[config.mk]
export PLATFORM = sky130hd
export DESIGN_NAME = scr_dev_flat
export DESIGN_NICKNAME = d
export VERILOG_FILES = /design/src/logic/scr_pkg.sv /design/src/logic/scr_spi_if.sv /design/src/logic/scr_dev.sv /design/src/logic/scr_timer.sv /design/src/flat_wrapper.sv
export SDC_FILE = /design/constraint.sdc
export NUM_CORES = 1
export LEC_CHECK = 0
export BUFFER_PORTS_ARGS = -buffer_cell sky130_fd_sc_hd__clkbuf_2
export CAP_MARGIN = 20
export CORE_MARGIN = 2
export CORE_UTILIZATION = 45
export DETAILED_ROUTE_END_ITERATION = 8
export SYNTH_ARGS = -nofsm -noshare
export SYNTH_HDL_FRONTEND = slang
export SYNTH_HIERARCHICAL = 1
export SYNTH_SLANG_ARGS = --single-unit
[constraint.sdc]
create_clock -name hclk -period 3.75 [get_ports hclk]
set_input_delay 0 -clock hclk [delete_from_list [all_inputs] [get_ports hclk]]
set_output_delay 0 -clock hclk [all_outputs]
set_load 0.01 [all_outputs]
[src/logic/scr_pkg.sv]
/*
 * Shared constants for the serial configuration register bank and its
 * host controller: register map, field positions, reset values, frame
 * layout, timing counts and host-side register offsets.
 * Assumes a single 250 MHz system clock on both ends.
 */
package scr_pkg;

    // register addresses on the serial link
    localparam logic [14:0] ADDR_SERIAL_CFG = 15'h0000;
    localparam logic [14:0] ADDR_OPMODE     = 15'h0002;
    localparam logic [14:0] ADDR_MAKER_LO   = 15'h000c;
    localparam logic [14:0] ADDR_MAKER_HI   = 15'h000d;
    localparam logic [14:0] ADDR_STREAM     = 15'h0010;
    localparam logic [14:0] ADDR_SYSREF     = 15'h0029;
    localparam logic [14:0] ADDR_CLKOPT     = 15'h002a;

    // reset values
    localparam logic [7:0] RST_SERIAL_CFG = 8'h30;
    localparam logic [7:0] RST_OPMODE     = 8'h00;
    localparam logic [7:0] RST_STREAM     = 8'h00;
    localparam logic [7:0] RST_SYSREF     = 8'h80;
    localparam logic [7:0] RST_CLKOPT     = 8'h00;

    // reserved field masks
    localparam logic [7:0] RSV_SERIAL_CFG = 8'h4f;
    localparam logic [7:0] RSV_OPMODE     = 8'hfc;
    localparam logic [7:0] RSV_STREAM     = 8'hfe;
    localparam logic [7:0] RSV_SYSREF     = 8'h80;
    localparam logic [7:0] RSV_CLKOPT     = 8'hf8;

    // field positions
    localparam int CFG_SOFT_RESET_BIT = 7;
    localparam int CFG_ASCEND_BIT     = 5;
    localparam int CFG_SEP_OUT_BIT    = 4;
    localparam int STREAM_HOLD_BIT    = 0;
    localparam int SYS_PROC_BIT       = 6;
    localparam int SYS_RECV_BIT       = 5;
    localparam int SYS_FINE_BIT       = 4;

    // operating mode codes
    localparam logic [1:0] MODE_NORMAL     = 2'h0;
    localparam logic [1:0] MODE_POWER_DOWN = 2'h3;

    // serial frame: r/w bit, 15 address bits, then data bytes
    localparam logic [4:0] HDR_LAST   = 5'h0f;
    localparam logic [4:0] DATA_FIRST = 5'h10;
    localparam logic [4:0] FRAME_LAST = 5'h17;
    localparam int         SCLK_HALF_CYC = 4;

    // soft reset settling
    localparam int CLK_PERIOD_NS   = 4;
    localparam int SOFT_RESET_NS   = 750;
    localparam int DEV_RESET_CYC   = SOFT_RESET_NS / CLK_PERIOD_NS;
    localparam int HOST_SETTLE_CYC =
        (SOFT_RESET_NS + CLK_PERIOD_NS - 1) / CLK_PERIOD_NS;

    // host controller registers on the system bus
    localparam logic [7:0] HOST_CMD_OFS  = 8'h00;
    localparam logic [7:0] HOST_STAT_OFS = 8'h04;
    localparam int CMD_ADDR_LSB    = 8;
    localparam int CMD_READ_BIT    = 24;
    localparam int STAT_BUSY_BIT   = 0;
    localparam int STAT_SETTLE_BIT = 1;
    localparam int STAT_RDATA_LSB  = 8;

    typedef enum logic [1:0] {
        HS_IDLE   = 2'b00,
        HS_SHIFT  = 2'b01,
        HS_SETTLE = 2'b10
    } scr_host_state_t;

endpackage

[src/logic/scr_spi_if.sv]
/*
 * Four-wire serial link between the host controller and the register
 * bank. Assumes both ends run on the same system clock.
 */
`timescale 1ns/1ps
interface scr_spi_if;
    logic sclk;
    logic cs_n;
    logic sdi;
    logic sdo;

    modport host (output sclk, output cs_n, output sdi, input sdo);
    modport dev  (input sclk, input cs_n, input sdi, output sdo);
endinterface

[src/logic/scr_dev.sv]
/*
 * Serial configuration register bank of the converter: frame decoder,
 * streaming address stepping, register file, soft reset and user-side
 * control outputs.
 * Assumes sclk, cs_n and sdi are synchronous to hclk and that each
 * sclk level lasts at least two hclk cycles.
 */
// Design decision made here: register access over AHB-Lite.
// What this block does
// - writing config bit 7 resets whole chip
// - soft reset bit clears itself when done
// - host waits 750ns after soft reset
// - ascend bit picks increment or decrement
// - indicator reads one; reads on sdo only
// - host writes reserved fields with defaults
// - mode code three powers down device
// - maker code register is fixed, read-only
// - hold bit freezes streaming address
// - receiver enable switches sysref receiver on
// - processor enable lets sysref events act
// - host enables receiver before processor
// - fine step bit shrinks sysref delays
// - delay choice field picks capture delay
// - config register resets to 0x30
`timescale 1ns/1ps
module scr_dev
    import scr_pkg::*;
#(
    // arbitrary neutral value
    parameter logic [15:0] MAKER_CODE = 16'h5a3c
) (
    // serial link
    scr_spi_if.dev    spi,
    // clock and reset
    input  wire logic hclk,
    input  wire logic hresetn,
    // sysref
    input  wire logic sysref_in,
    output logic      sysref_event,
    output logic      sysref_receiver_enable,
    output logic      sysref_processor_enable,
    output logic      sysref_fine_step,
    output logic [3:0] sysref_delay_choice,
    // device control
    output logic      chip_reset,
    output logic      power_down,
    output logic [2:0] clock_input_options
);
    logic        sclk_q;
    logic [4:0]  cnt_q;
    logic [14:0] sh_q;
    logic [14:0] addr_q;
    logic        rw_q;
    logic        load_q;
    logic [7:0]  out_sh_q;
    logic        sdo_q;
    logic [7:0]  cfg_q;
    logic [7:0]  opmode_q;
    logic [7:0]  stream_q;
    logic [7:0]  sysref_q;
    logic [7:0]  clkopt_q;
    logic        chip_reset_q;
    logic        power_down_q;
    logic        recv_en_q;
    logic        proc_en_q;
    logic        fine_q;
    logic [3:0]  choice_q;
    logic [2:0]  clkopt_out_q;
    logic        sysref_prev_q;
    logic        sysref_event_q;

    logic        rise;
    logic        fall;
    logic        active;
    logic        rst_busy;
    logic        rst_active;
    logic        soft_start;
    logic        wr_en;
    logic [7:0]  wbyte;
    logic [7:0]  rdata;
    logic [14:0] addr_step;
    logic        sysref_seen;

    assign rise       = spi.sclk & ~sclk_q;
    assign fall       = ~spi.sclk & sclk_q;
    assign active     = ~spi.cs_n & ~rst_busy;
    assign wbyte      = {sh_q[6:0], spi.sdi};
    assign wr_en      = active & rise & (cnt_q == FRAME_LAST) & ~rw_q;
    assign soft_start = wr_en & (addr_q == ADDR_SERIAL_CFG)
                      & wbyte[CFG_SOFT_RESET_BIT];
    assign rst_active = soft_start | rst_busy;

    // settling interval of the soft reset
    scr_timer #(
        .COUNT (DEV_RESET_CYC)
    ) u_reset_timer (
        .hclk    (hclk),
        .hresetn (hresetn),
        .start   (soft_start),
        .busy    (rst_busy)
    );

    always_comb begin
        if (stream_q[STREAM_HOLD_BIT]) begin
            addr_step = addr_q;
        end else if (cfg_q[CFG_ASCEND_BIT]) begin
            addr_step = addr_q + 15'h0001;
        end else begin
            addr_step = addr_q - 15'h0001;
        end
    end

    always_comb begin
        rdata = 8'h00;
        case (addr_q)
            ADDR_SERIAL_CFG: begin
                rdata = cfg_q;
                rdata[CFG_SOFT_RESET_BIT] = rst_busy;
                rdata[CFG_SEP_OUT_BIT]    = 1'b1;
            end
            ADDR_OPMODE:   rdata = opmode_q;
            ADDR_MAKER_LO: rdata = MAKER_CODE[7:0];
            ADDR_MAKER_HI: rdata = MAKER_CODE[15:8];
            ADDR_STREAM:   rdata = stream_q;
            ADDR_SYSREF:   rdata = sysref_q;
            ADDR_CLKOPT:   rdata = clkopt_q;
            default:       rdata = 8'h00;
        endcase
    end

    always_ff @(posedge hclk or negedge hresetn) begin
        if (!hresetn) begin
            sclk_q <= 1'b0;
        end else begin
            sclk_q <= spi.sclk;
        end
    end

    // frame decode: header then repeating data bytes
    always_ff @(posedge hclk or negedge hresetn) begin
        if (!hresetn) begin
            cnt_q  <= 5'h00;
            sh_q   <= 15'h0000;
            addr_q <= 15'h0000;
            rw_q   <= 1'b0;
            load_q <= 1'b0;
        end else if (!active) begin
            cnt_q  <= 5'h00;
            load_q <= 1'b0;
        end else if (rise) begin
            sh_q <= {sh_q[13:0], spi.sdi};
            if (cnt_q == HDR_LAST) begin
                addr_q <= {sh_q[13:0], spi.sdi};
                rw_q   <= sh_q[14];
                load_q <= 1'b1;
                cnt_q  <= DATA_FIRST;
            end else if (cnt_q == FRAME_LAST) begin
                addr_q <= addr_step;
                load_q <= 1'b1;
                cnt_q  <= DATA_FIRST;
            end else begin
                cnt_q <= cnt_q + 5'h01;
            end
        end else if (fall) begin
            load_q <= 1'b0;
        end
    end

    // read data leaves on the separate output, msb first
    always_ff @(posedge hclk or negedge hresetn) begin
        if (!hresetn) begin
            out_sh_q <= 8'h00;
            sdo_q    <= 1'b0;
        end else if (!active) begin
            out_sh_q <= 8'h00;
            sdo_q    <= 1'b0;
        end else if (fall && load_q) begin
            sdo_q    <= rdata[7];
            out_sh_q <= {rdata[6:0], 1'b0};
        end else if (fall && cnt_q >= DATA_FIRST) begin
            sdo_q    <= out_sh_q[7];
            out_sh_q <= {out_sh_q[6:0], 1'b0};
        end
    end

    // register file; soft reset holds every register at its reset value
    always_ff @(posedge hclk or negedge hresetn) begin
        if (!hresetn) begin
            cfg_q    <= RST_SERIAL_CFG;
            opmode_q <= RST_OPMODE;
            stream_q <= RST_STREAM;
            sysref_q <= RST_SYSREF;
            clkopt_q <= RST_CLKOPT;
        end else if (rst_active) begin
            cfg_q    <= RST_SERIAL_CFG;
            opmode_q <= RST_OPMODE;
            stream_q <= RST_STREAM;
            sysref_q <= RST_SYSREF;
            clkopt_q <= RST_CLKOPT;
        end else if (wr_en) begin
            case (addr_q)
                ADDR_SERIAL_CFG: cfg_q    <= wbyte & RSV_SERIAL_CFG
                                           | 8'h20 & wbyte;
                ADDR_OPMODE:     opmode_q <= wbyte;
                ADDR_STREAM:     stream_q <= wbyte;
                ADDR_SYSREF:     sysref_q <= wbyte;
                ADDR_CLKOPT:     clkopt_q <= wbyte;
                default:         cfg_q    <= cfg_q;
            endcase
        end
    end

    assign sysref_seen = sysref_in & recv_en_q;

    // user-side controls
    always_ff @(posedge hclk or negedge hresetn) begin
        if (!hresetn) begin
            chip_reset_q   <= 1'b0;
            power_down_q   <= 1'b0;
            recv_en_q      <= 1'b0;
            proc_en_q      <= 1'b0;
            fine_q         <= 1'b0;
            choice_q       <= 4'h0;
            clkopt_out_q   <= 3'h0;
            sysref_prev_q  <= 1'b0;
            sysref_event_q <= 1'b0;
        end else begin
            chip_reset_q   <= rst_active;
            power_down_q   <= (opmode_q[1:0] == MODE_POWER_DOWN);
            recv_en_q      <= sysref_q[SYS_RECV_BIT];
            proc_en_q      <= sysref_q[SYS_PROC_BIT];
            fine_q         <= sysref_q[SYS_FINE_BIT];
            choice_q       <= sysref_q[3:0];
            clkopt_out_q   <= clkopt_q[2:0];
            sysref_prev_q  <= sysref_seen;
            sysref_event_q <= proc_en_q & sysref_seen
                            & ~sysref_prev_q;
        end
    end

    assign spi.sdo                 = sdo_q;
    assign chip_reset              = chip_reset_q;
    assign power_down              = power_down_q;
    assign sysref_receiver_enable  = recv_en_q;
    assign sysref_processor_enable = proc_en_q;
    assign sysref_fine_step        = fine_q;
    assign sysref_delay_choice     = choice_q;
    assign clock_input_options     = clkopt_out_q;
    assign sysref_event            = sysref_event_q;
endmodule

[src/logic/scr_timer.sv]
/*
 * Down-counting interval timer: busy for COUNT cycles after start.
 * Assumes start is a synchronous pulse.
 */
`timescale 1ns/1ps
module scr_timer #(
    parameter int COUNT = 1
) (
    // clock and reset
    input  wire logic hclk,
    input  wire logic hresetn,
    // control
    input  wire logic start,
    output logic      busy
);
    localparam int             W    = $clog2(COUNT + 1);
    localparam logic [W-1:0]   LAST = W'(COUNT);

    logic [W-1:0] cnt_q;

    always_ff @(posedge hclk or negedge hresetn) begin
        if (!hresetn) begin
            cnt_q <= '0;
        end else if (start) begin
            cnt_q <= LAST;
        end else if (cnt_q != '0) begin
            cnt_q <= cnt_q - 1'b1;
        end
    end

    assign busy = (cnt_q != '0);
endmodule

[src/flat_wrapper.sv]
// flat-port wrapper written by rule: the top's interface ports become plain ports
module scr_dev_flat import scr_pkg::*;
#(
                              
    parameter logic [15:0] MAKER_CODE = 16'h5a3c
)
  (hclk, hresetn, sysref_in, sysref_event, sysref_receiver_enable, sysref_processor_enable, sysref_fine_step, sysref_delay_choice, chip_reset, power_down, clock_input_options, spi_sclk, spi_cs_n, spi_sdi, spi_sdo);
  scr_spi_if spi_i ();
  input  wire logic hclk;
  input  wire logic hresetn;
  input  wire logic sysref_in;
  output logic sysref_event;
  output logic sysref_receiver_enable;
  output logic sysref_processor_enable;
  output logic sysref_fine_step;
  output logic [3:0] sysref_delay_choice;
  output logic chip_reset;
  output logic power_down;
  output logic [2:0] clock_input_options;
  input wire logic [$bits(spi_i.sclk)-1:0] spi_sclk;
  input wire logic [$bits(spi_i.cs_n)-1:0] spi_cs_n;
  input wire logic [$bits(spi_i.sdi)-1:0] spi_sdi;
  output wire logic [$bits(spi_i.sdo)-1:0] spi_sdo;
  assign spi_i.sclk = spi_sclk;
  assign spi_i.cs_n = spi_cs_n;
  assign spi_i.sdi = spi_sdi;
  assign spi_sdo = spi_i.sdo;
  scr_dev #(.MAKER_CODE(MAKER_CODE)) u_core (.spi(spi_i), .hclk(hclk), .hresetn(hresetn), .sysref_in(sysref_in), .sysref_event(sysref_event), .sysref_receiver_enable(sysref_receiver_enable), .sysref_processor_enable(sysref_processor_enable), .sysref_fine_step(sysref_fine_step), .sysref_delay_choice(sysref_delay_choice), .chip_reset(chip_reset), .power_down(power_down), .clock_input_options(clock_input_options));
endmodule
Yosys cells after proc, flatten, opt, wreduce, memory -nomap -nowiden
Cells that the tools add are included.
{"block": "op_classes", "order_cmp": 1, "reduce_logical": 21, "n_mux": 37, "n_bitwise": 19, "eq_ne": 14, "addsub": 4}
{"cell": "$mux W8", "count": 17}
{"cell": "$mux W15", "count": 4}
{"cell": "$pmux W8 S7", "count": 1}
{"cell": "$eq A15 B4 Y1 const B", "count": 2}
{"cell": "$eq A15 B6 Y1 const B", "count": 2}
{"cell": "$mux W7", "count": 3}
{"cell": "$mux W5", "count": 4}
{"cell": "$reduce_bool A2 Y1", "count": 8}
{"cell": "$add A15 B1 Y15 const B", "count": 1}
{"cell": "$eq A15 B2 Y1 const B", "count": 1}
{"cell": "$eq A15 B5 Y1 const B", "count": 1}
{"cell": "$logic_not A15 Y1", "count": 1}
{"cell": "$sub A15 B1 Y15 const B", "count": 1}
{"cell": "$reduce_and A2 Y1", "count": 7}
{"cell": "$and A1 B1 Y1", "count": 11}
{"cell": "$mux W1", "count": 8}
{"cell": "$reduce_bool A8 Y1", "count": 1}
{"cell": "$sub A8 B1 Y8 const B", "count": 1}
{"cell": "$or A7 B6 Y7", "count": 1}
{"cell": "$not A1 Y1", "count": 6}
{"cell": "$add A5 B1 Y5 const B", "count": 1}
{"cell": "$eq A5 B4 Y1 const B", "count": 1}
{"cell": "$eq A5 B5 Y1 const B", "count": 1}
{"cell": "$ge A5 B5 Y1 const B", "count": 1}
{"cell": "other kinds (10)", "count": 11}
{"block": "totals", "input_bits": 6, "out_inout_bits": 14, "elab_cells": 119, "regBits": 108}

Longest topological paths before layout
Gate-level depths: netlist (run 1).
{"block": "logic_depth", "ltp_word": 11, "mapped_depth": 15}

Modules after synthesis
Netlist (run 1), hierarchy kept.
{"module": "scr_dev", "seq_area_each_um2": 2454.9, "area_per_inst_um2": 5208.7, "instances": 1, "cells_per_inst": 515}
{"module": "scr_timer", "seq_area_each_um2": 200.2, "area_per_inst_um2": 464.2, "instances": 1, "cells_per_inst": 47}

Worst setup path after synthesis (run 1)
OpenSTA, ideal clock, no wires.
{"block": "synth_path", "path_type": "register -> register", "startpoint": "reg u_core.u_reset_timer.cnt_q[0]", "endpoint": "reg u_core.u_reset_timer.cnt_q[5]", "stages_incl_launch_ff": 15, "n_path_buf": 3, "t_arrival_ns": 3.037, "required_ns": 3.671, "slack_ns": 0.634, "setup_ns": 0.079, "cell_sequence": "dfrtp_1 > inv_1 > ha_1 > or3b_2 > nor2_1 > inv_1 > clkbuf_1 > nor2_1 > nand2_1 > nor3_1 > clkbuf_1 > and4_1 > buf_1 > nor2b_1 > mux2i_1"}
{"block": "synth_between", "elab_chain_cells": 9, "word_cells_on_any_way": 12, "cone_classes": "add/sub (1); mux (2); bitwise (7); reduce/logical (2)"}
{"element": "start, declared", "line": "scr_timer.sv:19", "rtl": "logic [W-1:0] cnt_q;"}
{"element": "start signal, assigned", "line": "scr_timer.sv:27", "rtl": "cnt_q <= cnt_q - 1'b1;"}
{"element": "$reduce_bool A8 Y1 (*)", "line": "scr_timer.sv:31", "rtl": "assign busy = (cnt_q != '0);"}
{"element": "via u_core.rst_busy", "line": "scr_dev.sv:75", "rtl": "logic rst_busy;"}
{"element": "$not A1 Y1 (*)", "line": "scr_dev.sv:86", "rtl": "assign active = ~spi.cs_n & ~rst_busy;"}
{"element": "$and A1 B1 Y1 (*)", "line": "scr_dev.sv:86"}
{"element": "$and A1 B1 Y1 (*) (3 in a row)", "line": "scr_dev.sv:88", "rtl": "assign wr_en = active & rise & (cnt_q == FRAME_LAST) & ~rw_q;"}
{"element": "$and A1 B1 Y1 (*)", "line": "scr_dev.sv:89", "rtl": "assign soft_start = wr_en & (addr_q == ADDR_SERIAL_CFG)"}
{"element": "$and A1 B1 Y1 (*)", "line": "scr_dev.sv:90", "rtl": "& wbyte[CFG_SOFT_RESET_BIT];"}
{"element": "via u_core.soft_start", "line": "scr_dev.sv:77", "rtl": "logic soft_start;"}
{"element": "$mux W8 / $reduce_bool A2 Y1 (equally long branches)"}
The timed path passes the listed nets; every way through them passes the cells marked *. The select of a mux whose other input is x is not followed.
A chain may end at the register's enable or synchronous reset.

Worst setup path in the final report (run 1)
{"block": "layout_path", "startpoint": "reg u_core.u_reset_timer.cnt_q[0]", "endpoint": "reg u_core.clkopt_q[2]"}
{"block": "layout_between", "elab_chain_cells": 11, "word_cells_on_any_way": 13, "cone_classes": "mux (1); bitwise (8); reduce/logical (4)"}
{"element": "$reduce_bool A8 Y1 (*)", "line": "scr_timer.sv:31"}
{"element": "via u_core.rst_busy", "line": "scr_dev.sv:75"}
{"element": "$not A1 Y1", "line": "scr_dev.sv:86"}
{"element": "$and A1 B1 Y1", "line": "scr_dev.sv:86"}
{"element": "$and A1 B1 Y1 (3 in a row)", "line": "scr_dev.sv:88"}
{"element": "$and A1 B1 Y1", "line": "scr_dev.sv:89"}
{"element": "$and A1 B1 Y1", "line": "scr_dev.sv:90"}
{"element": "$or A1 B1 Y1", "line": "scr_dev.sv:91", "rtl": "assign rst_active = soft_start | rst_busy;"}
{"element": "$reduce_bool A2 Y1 (no line)"}
{"element": "$reduce_and A2 Y1 (no line)"}
{"element": "end signal, assigned", "line": "scr_dev.sv:207", "rtl": "ADDR_CLKOPT: clkopt_q <= wbyte;"}
{"element": "end, declared", "line": "scr_dev.sv:61", "rtl": "logic [7:0] clkopt_q;"}
The timed path passes the listed nets; every way through them passes the cells marked *.

==> results of run 1 <==
==> cells by family after synthesis <==
family                     Yosys count  share of synthesized area
AOI/OAI and AO/OA                  131                      0.146
adders and majority gates           20                     0.0454
and+or+nand+nor                    198                      0.192
DFF                                106                      0.468
muxes                               53                     0.0990
buffers and inverters               45                     0.0355
xor gates and xnor gates             9                     0.0139
==> stage by stage <==
step / instance area (µm²) / cells / setup slack, ns / hold slack, ns / util
5_1_grt: 6280 / 750 / 0.0970 / 0.0322 / 0.504
6_report: 6280 / 750 / 0.391 / 0.000192 / 0.504
2_1_floorplan: 5670 / 562 / 0.634 / -0.296 / -
3_5_place_dp: 5910 / 731 / 0.407 / 0.121 / 0.474
4_1_cts: 6280 / 750 / 0.403 / 0.00493 / 0.504
3_3_place_gp: 5910 / 731 / 0.572 / 0.115 / 0.474
==> final cells by class <==
cell class	instances	share of cell area
well taps	172	0.0343
multi-input cells	411	0.448
flip-flops and latches	106	0.423
clock inverters	7	0.0185
clock buffers	9	0.0359
inverters	13	0.00777
repair buffers	32	0.0323
==> cell usage after synthesis (all sizes together) (4+ instances only) <==
library cell | n | area [µm²]
mux2 | 25 | 282
nor4 | 8 | 86.3
and4 | 4 | 35.0
nand3b | 8 | 60.1
ha | 19 | 238
nor2 | 38 | 143
a221o | 4 | 40.0
xnor2 | 4 | 35.0
buf | 8 | 62.6
a221oi | 5 | 43.8
xor2 | 5 | 43.8
mux2i | 28 | 280
and2 | 4 | 25.0
o21ai | 29 | 145
or4 | 6 | 52.6
a21oi | 51 | 255
nand3 | 27 | 135
clkbuf | 24 | 90.1
nor2b | 5 | 31.3
or3 | 5 | 31.3
inv | 13 | 48.8
nor3b | 5 | 37.5
a22o | 5 | 43.8
nand2 | 46 | 173
a21o | 10 | 75.1
nor3 | 11 | 60.1
dfrtp | 104 | 2600
and3 | 13 | 81.3
nand4 | 4 | 25.0
nand2b | 5 | 31.3
==> sequential cells by signal (all words and copies together) (netlist names), 4 cells and up <==
name	flops
u_core/addr_q	15
u_core/sh_q	15
u_core/clkopt_q	8
u_core/opmode_q	8
u_core/stream_q	8
u_core/sysref_q	8
u_core/u_reset_timer/cnt_q	8
u_core/out_sh_q	7
u_core/cfg_q	6
u_core/cnt_q	5
u_core/sysref_delay_choice	4
==> metal layers <==
| metal | GRT usage | vias to the layer above |
|---|---|---|
| met5 | 0 | - |
| met4 | 0.0810 | 0 |
| met3 | 0.0265 | 14 |
| met2 | 0.359 | 121 |
| met1 | 0.286 | 2194 |
| li1 | - | 2087 |
==> worst max-delay path: cells and delay by family, from the launching register on <==
kind	cells	cell delay (ns)
flops	1	0.39
buf+inv	4	0.75
compound gates	1	0.15
simple gates	7	1.75
fa+ha+maj	1	0.18
==> where the power goes <==
group	total [mW]	switching, mW	internal (mW)	leakage [nW]
clock	1.08	0.471	0.606	0.167
sequential	1.14	0.000278	1.14	1.44
combinational	0.0380	0.0299	0.00810	1.30
total	2.26	0.502	1.76	2.90
==> path summary, 6_finish.rpt <==
| kind | end | slack, ns | cells past startpoint |
|---|---|---|---|
| setup / recovery | u_core/clkopt_q[2]$_DFFE_PN0P_ | 0.39 | 13 |
| hold / removal | u_core/load_q$_DFFE_PN0P_ | 0.0002 | 3 |
| setup reg to reg | u_core/clkopt_q[2]$_DFFE_PN0P_ | 0.39 | 13 |
| hold reg to reg | u_core/clock_input_options[0]$_DFF_PN0_ | 0.41 | 0 |
| max in group asynchronous | u_core/sysref_q[7]$_DFFE_PN1P_ | 2.56 | 3 |
| min in group asynchronous | u_core/u_reset_timer/cnt_q[4]$_DFFE_PN0P_ | 0.26 | 2 |
==> metrics.txt, run 1 <==
worst clock skew on the final layout 0.0124 ns; M1 wire length 6190 µm; highest fanout seen on the critical path 28; drt total wl 13600 µm; critical-path cell with the highest stage delay or3b_2; via count of the routed design 4416; beginning of the worst register-to-register path u_core/u_reset_timer/cnt_q[0]$_DFFE_PN0P_; number of max-slew violations in the final report 0; required time reported for the critical path endpoint 3.98 ns; Met3 Routed Length 535 µm; final cycle utilization of the critical path 0.896; most common cell after layout, fill and taps aside dfrtp_1; most used cells in the layout excluding fill and tap cells dfrtp_1, a21oi_1, nand2_1; clock transition at the register clock pins on the worst setup and hold paths after CTS 0.08 ns; Layout area overhead 10.7%; run status finished, final reports clean; final setup fails 0; max cap viols 0; TritonCTS clock tree yes; number of hold violations in the final report 0; share of async-settable or async-resettable flops after synthesis 1.00; Post-CTS Repair Setup Buffers 0; yosys warns 6; Nets 599; most common flop cell mapped by yosys dfrtp_1; number of global-route vias before repair 4217; first-pass GRT wire length 22300 µm; hold-fix buffer count after cts 3; kind of capture point of the worst setup path register; largest net degree at the start of global routing 58; Overall Global Routing Usage 0.214; worst skew pair latency 0.36 ns; met2 layer wire length in the routed design 6630 µm; Crit path largest cell delay 0.47 ns; die outline area 13500 µm²; fin crit period 3.36 ns; post-synthesis cell area 5670 µm²; die height 116 µm; GP Congestion 0.898; source of the critical timing path u_core/u_reset_timer/cnt_q[0]$_DFFE_PN0P_; relative slew slack 0.428; number of port buffers 19; antenna viol nets, final 0; initial antenna violation count 0; origin of the worst min-delay path spi_cs_n; post-CTS sizing 0; arrival time of data at the critical path endpoint 3.59 ns; H-Tree Level Count 3; core box area 12500 µm²; RSZ-0062 raised after global routing no; transition time of the tightest slew-check pin 0.858 ns; drt wl/cell 18.1 µm; count of state elements after synthesis 106; type of element launching the critical path register; Cell variety after synth 67; sink count of the clock tree 106; most used cell along the critical path nor2_1; min-delay worst type input pin to register; synthesized area divided by synthesized cell count 10.1 µm²; Initial Utilization 0.455; classification of the worst setup path register to register; pwr dens 360 nW/µm²; Die Wd 116 µm; diodes inserted 0; initial DRC count 372; Post-route DRC 0; Ports 20; sequence of cells on the critical path inv_1, ha_1, or3b_2, nor2_1, inv_1, nor2_1, nand2_1, nor3_1, buf_4, and2_1, a21o_1, buf_4, nor2_1; portion of the post-synthesis area used by sequential elements 0.468; top layer in use met4; highest attainable clock frequency 298 MHz; hpwl dp 9190 µm; vias per inst 5.89; leakage power total 2.90 nW; net count after synthesis 588; number of enable-type register cells in the synthesized netlist 0; post-route setup TNS 0 ns; proportion of layout cells with a drive suffix above 1 0.145; synthesized instance count 562; FILL cells 1108; footprint of the multi-input gates 2820 µm²; highest ir drop seen on vdd 0.181 mV; TritonCTS buffer count 9; deepest clock path buffer count 2; power after layout 2.26 mW; leftover overflow at the end of global routing 0; Initial DRT Pass Iterations 5; clk root buf clkbuf_16; area taken by flip-flops and latches 2660 µm²; placement row count 41
Power figures use the tool's default switching activity.
==> inputs of run 2 (changes only) <==
--- a/config.mk
+++ b/config.mk
@@ -9,7 +9,9 @@
 export CAP_MARGIN = 20
 export CORE_MARGIN = 2
 export CORE_UTILIZATION = 45
+export CTS_CLUSTER_DIAMETER = 200
 export DETAILED_ROUTE_END_ITERATION = 8
+export MAX_ROUTING_LAYER = met4
 export SYNTH_ARGS = -nofsm -noshare
 export SYNTH_HDL_FRONTEND = slang
 export SYNTH_HIERARCHICAL = 1
==> metrics.txt, run 2 (same netlist as run 1, synthesis figures left out) <==
placed cell area 5910 µm²; Nets 599; drt total wl 13600 µm; critical-path cell with the highest stage delay or3b_2; final setup fails 0; transition time of the tightest slew-check pin 0.864 ns; vias per inst 5.86; core box area 12500 µm²; Post-CTS Repair Setup Buffers 0; diodes inserted 0; Crit path largest cell delay 0.47 ns; most used cell along the critical path nor2_1; Overall Global Routing Usage 0.221; number of port buffers 19; number of buffers and inverters on the critical path 4; leftover overflow at the end of global routing 0; type of element launching the critical path register; post-route setup TNS 0 ns; antenna viol nets, final 0; placement row count 41; number of max-slew violations in the final report 0; hpwl dp 9190 µm; most used cells in the layout excluding fill and tap cells dfrtp_1, a21oi_1, nand2_1; TritonCTS buffer count 9; H-Tree Level Count 3; first-pass GRT wire length 22300 µm; clk root buf clkbuf_16; run status finished, final reports clean; Post-route DRC 0; initial DRC count 350; largest net degree at the start of global routing 58; beginning of the worst register-to-register path u_core/u_reset_timer/cnt_q[0]$_DFFE_PN0P_; die outline area 13500 µm²; Largest regs u_core/addr_q (15), u_core/sh_q (15); Initial Utilization 0.455; highest ir drop seen on vdd 0.180 mV; kind of capture point of the worst setup path register; arrival time of data at the critical path endpoint 3.60 ns; Initial DRT Pass Iterations 5; required time reported for the critical path endpoint 3.98 ns; relative slew slack 0.424; clock transition at the register clock pins on the worst setup and hold paths after CTS 0.08 ns; RSZ-0062 raised after global routing no; proportion of layout cells with a drive suffix above 1 0.145; post-route design area 6280 µm²; number of global-route vias before repair 4220; origin of the worst min-delay path spi_cs_n; sequence of cells on the critical path inv_1, ha_1, or3b_2, nor2_1, inv_1, nor2_1, nand2_1, nor3_1, buf_4, and2_1, a21o_1, buf_4, nor2_1; drt wl/cell 18.1 µm; classification of the worst setup path register to register; Layout area overhead 10.7%; via count of the routed design 4393; max cap viols 0; FILL cells 1108; highest attainable clock frequency 297 MHz; initial antenna violation count 0; die height 116 µm; GP Congestion 0.913; Crit path max-delay family simple AND/OR/NAND/NOR gates; leakage power total 2.90 nW; source of the critical timing path u_core/u_reset_timer/cnt_q[0]$_DFFE_PN0P_; Ports 20; deepest clock path buffer count 2; worst skew pair latency 0.36 ns; TritonCTS clock tree yes; pwr dens 359 nW/µm²; number of hold violations in the final report 0; total placed cells including tap cells 731; worst clock skew on the final layout 0.0120 ns; final cycle utilization of the critical path 0.898; count of placed standard cells in the final layout, fillers left out 750; most common cell after layout, fill and taps aside dfrtp_1; utilization after layout 0.504; worst-case hold slack 0.00460 ns; fin crit period 3.37 ns; post-CTS sizing 0; highest fanout seen on the critical path 28; min-delay worst type input pin to register; Die Wd 116 µm; sink count of the clock tree 106
[run 2: cell counts in the layout (fill, tap and decap cells not counted)]
No cell type changed its count.
[run 2: path summary, 6_finish.rpt]
check,endpoint,slack (ns),cells after the start
max in group asynchronous,u_core/sysref_q[7]$_DFFE_PN1P_,2.57,3
min in group asynchronous,u_core/u_reset_timer/cnt_q[5]$_DFFE_PN0P_,0.25,2
max,u_core/clkopt_q[1]$_DFFE_PN0P_,0.38,13
max reg2reg,u_core/clkopt_q[1]$_DFFE_PN0P_,0.38,13
min,u_core/load_q$_DFFE_PN0P_,0.005,3
min reg2reg,u_core/clock_input_options[0]$_DFF_PN0_,0.41,0
[run 2: metrics by stage]
| stage | power, mW | setup WS [ns] |
|---|---|---|
| 6_report | 2.26 | 0.382 |
| 5_1_grt | 2.32 | 0.0878 |
| 3_3_place_gp | 1.20 | 0.572 |
| 4_1_cts | 2.28 | 0.403 |
| 3_5_place_dp | 1.20 | 0.407 |
| 2_1_floorplan | 1.17 | 0.634 |
[run 2: repair_timing]
| item | 4_1_cts | 5_1_grt |
|---|---|---|
| hold endpoints to repair | 56 | 0 |
| hold buffers | 3 | 0 |
| endpoints found under the setup margin | 0 | 0 |
[run 2: layout make-up]
cell class              instances  area, µm²  area share
multi-input cells             411       2820       0.448
flip-flops and latches        106       2660       0.423
clock inverters                 7        116      0.0185
well taps                     172        215      0.0343
inverters                      13       48.8     0.00777
clock buffers                   9        225      0.0359
repair buffers                 32        203      0.0323
[run 2: tightest hold or removal path, stage by stage]
cell and delay (ns):
clkbuf_2 0.10, nor2_1 0.09, o221a_2 0.14
[run 2: report_power, final]
| group | total (mW) | switching, mW | internal (mW) |
|---|---|---|---|
| Clock | 1.08 | 0.470 | 0.606 |
| Sequential | 1.14 | 0.000278 | 1.14 |
| Combinational | 0.0378 | 0.0297 | 0.00810 |
[run 2: layer usage]
layer / track usage / part of all wire
met5: - / 0
met2: 0.357 / 0.49
met1: 0.288 / 0.45
met4: 0.0810 / 0.017
met3: 0.0265 / 0.041
==> inputs of run 3 (changes only) <==
--- a/config.mk
+++ b/config.mk
@@ -7,6 +7,7 @@
 export LEC_CHECK = 0
 export BUFFER_PORTS_ARGS = -buffer_cell sky130_fd_sc_hd__clkbuf_2
 export CAP_MARGIN = 20
+export CORE_ASPECT_RATIO = 1.25
 export CORE_MARGIN = 2
 export CORE_UTILIZATION = 45
 export CTS_CLUSTER_DIAMETER = 200
==> metrics.txt, run 3 (same netlist as run 1, synthesis figures left out) <==
combinational fraction of design power 0.019; internal cell power 1.62 mW; worst skew pair latency 0.35 ns; drt total wl 13500 µm; Die Wd 104 µm; GP Congestion 0.843; max cap viols 0; fin crit period 3.38 ns; hpwl dp 9190 µm; register share of total power 0.552; largest net degree at the start of global routing 77; most used cells in the layout excluding fill and tap cells dfrtp_1, a21oi_1, nand2_1; final cycle utilization of the critical path 0.902; most common cell after layout, fill and taps aside dfrtp_1; first-pass GRT wire length 22400 µm; source of the critical timing path u_core/u_reset_timer/cnt_q[0]$_DFFE_PN0P_; classification of the worst setup path register to register; H-Tree Level Count 3; kind of capture point of the worst setup path register; RSZ-0062 raised after global routing no; final setup fails 0; Nets 598; worst clock skew on the final layout 0.00776 ns; transition time of the tightest slew-check pin 0.880 ns; Layout area overhead 9.66%; placed cell area 5880 µm²; post-route design area 6220 µm²; Initial DRT Pass Iterations 5; diodes inserted 0; leftover overflow at the end of global routing 0; number of port buffers 19; min-delay worst type input pin to register; arrival time of data at the critical path endpoint 3.66 ns; total placed cells including tap cells 721; origin of the worst min-delay path spi_cs_n; run status finished, final reports clean; switching power summed over all nets 0.449 mW; core box area 12200 µm²; Ports 20; TritonCTS clock tree yes; drt wl/cell 18.2 µm; highest attainable clock frequency 296 MHz; leakage power total 2.87 nW; highest ir drop seen on vdd 0.198 mV; via count of the routed design 4423; highest fanout seen on the critical path 27; TritonCTS buffer count 9; clk root buf clkbuf_16; Post-route DRC 0; antenna viol nets, final 0; FILL cells 1122; Initial Utilization 0.464; Overall Global Routing Usage 0.216; worst path setup slack after routing 0.366 ns; sink count of the clock tree 106; number of hold violations in the final report 0; pwr dens 333 nW/µm²; placement row count 45; initial DRC count 212; required time reported for the critical path endpoint 4.03 ns; initial antenna violation count 0; Sw Share 0.216; vias per inst 5.97; number of global-route vias before repair 4326; relative slew slack 0.409; type of element launching the critical path register; proportion of layout cells with a drive suffix above 1 0.142; Largest regs u_core/addr_q (15), u_core/sh_q (15); Worst Setup Slack post-DPL 0.375 ns; die height 130 µm; clock transition at the register clock pins on the worst setup and hold paths after CTS 0.07 ns; count of placed standard cells in the final layout, fillers left out 741; deepest clock path buffer count 2; post-route setup TNS 0 ns; share of power burned in the clock network 0.429; number of max-slew violations in the final report 0; worst-case hold slack 0.0104 ns; beginning of the worst register-to-register path u_core/u_reset_timer/cnt_q[0]$_DFFE_PN0P_; die outline area 13500 µm²
==> run 3: cell count changes in the layout (fill, tap and decap cells not counted), moves of 2 or more <==
cell        delta
inv_8          -2
clkinvlp_4     +2
buf_4          -2
bufinv_16      -2
==> run 3: critical path, stage by stage (launching register included) <==
cell and delay, ns:
dfrtp_1 0.39, inv_1 0.10, ha_1 0.17, or3b_2 0.47, nor2_1 0.16, inv_1 0.12, nor2_1 0.30, nand2_1 0.12
buf_4 0.23, or3_1 0.73, nor3b_1 0.32, mux2i_1 0.11, nand3_1 0.09
==> run 3: path summary, 6_finish.rpt <==
check,slack (ns),endpoint,cells after the start
max,0.37,u_core/addr_q[13]$_DFFE_PN0P_,12
min,0.01,u_core/load_q$_DFFE_PN0P_,3
max reg2reg,0.37,u_core/addr_q[13]$_DFFE_PN0P_,12
min reg2reg,0.41,u_core/clock_input_options[1]$_DFF_PN0_,0
max in group asynchronous,2.67,u_core/sysref_q[7]$_DFFE_PN1P_,4
min in group asynchronous,0.03,u_core/u_reset_timer/cnt_q[2]$_DFFE_PN0P_,2
==> run 3: area by class of cell <==
type / instances / area [µm²] / share of cell area
clock buffer: 11 / 243 / 0.0390
multi-input combinational: 411 / 2820 / 0.453
tap: 164 / 205 / 0.0330
timing repair buffer: 31 / 215 / 0.0346
clock inverter: 5 / 37.5 / 0.00603
sequential: 106 / 2660 / 0.427
inverter: 13 / 48.8 / 0.00784
==> run 3: layer usage <==
layer  part of all wire  wire, µm  track usage
met1               0.43      5860        0.265
met2               0.50      6680        0.356
met3              0.036       487       0.0317
met4              0.034       462       0.0978
met5                  0         0            -
==> run 3: power by group through the flow <==
| stage | Clock (mW) | Sequential, mW | Combinational [mW] |
|---|---|---|---|
| 2_1_floorplan | 0 | 1.17 | 0.00514 |
| 3_3_place_gp | 0 | 1.17 | 0.0356 |
| 3_5_place_dp | 0 | 1.17 | 0.0359 |
| 4_1_cts | 0.917 | 1.14 | 0.0386 |
| 5_1_grt | 0.959 | 1.14 | 0.0469 |
| 6_report | 0.890 | 1.14 | 0.0403 |
==> run 3: stage by stage <==
stage	power, mW	util
3_5_place_dp	1.20	0.482
3_3_place_gp	1.20	0.482
4_1_cts	2.10	0.507
2_1_floorplan	1.17	-
6_report	2.07	0.509
5_1_grt	2.15	0.509
==> run 3: timing repair <==
| action | CTS | global route |
|---|---|---|
| setup endpoints to repair | 0 | 0 |
| hold buffers | 3 | 0 |
| resized for setup | 0 | 0 |
| setup buffers | 0 | 0 |
| hold endpoints to repair | 76 | 0 |
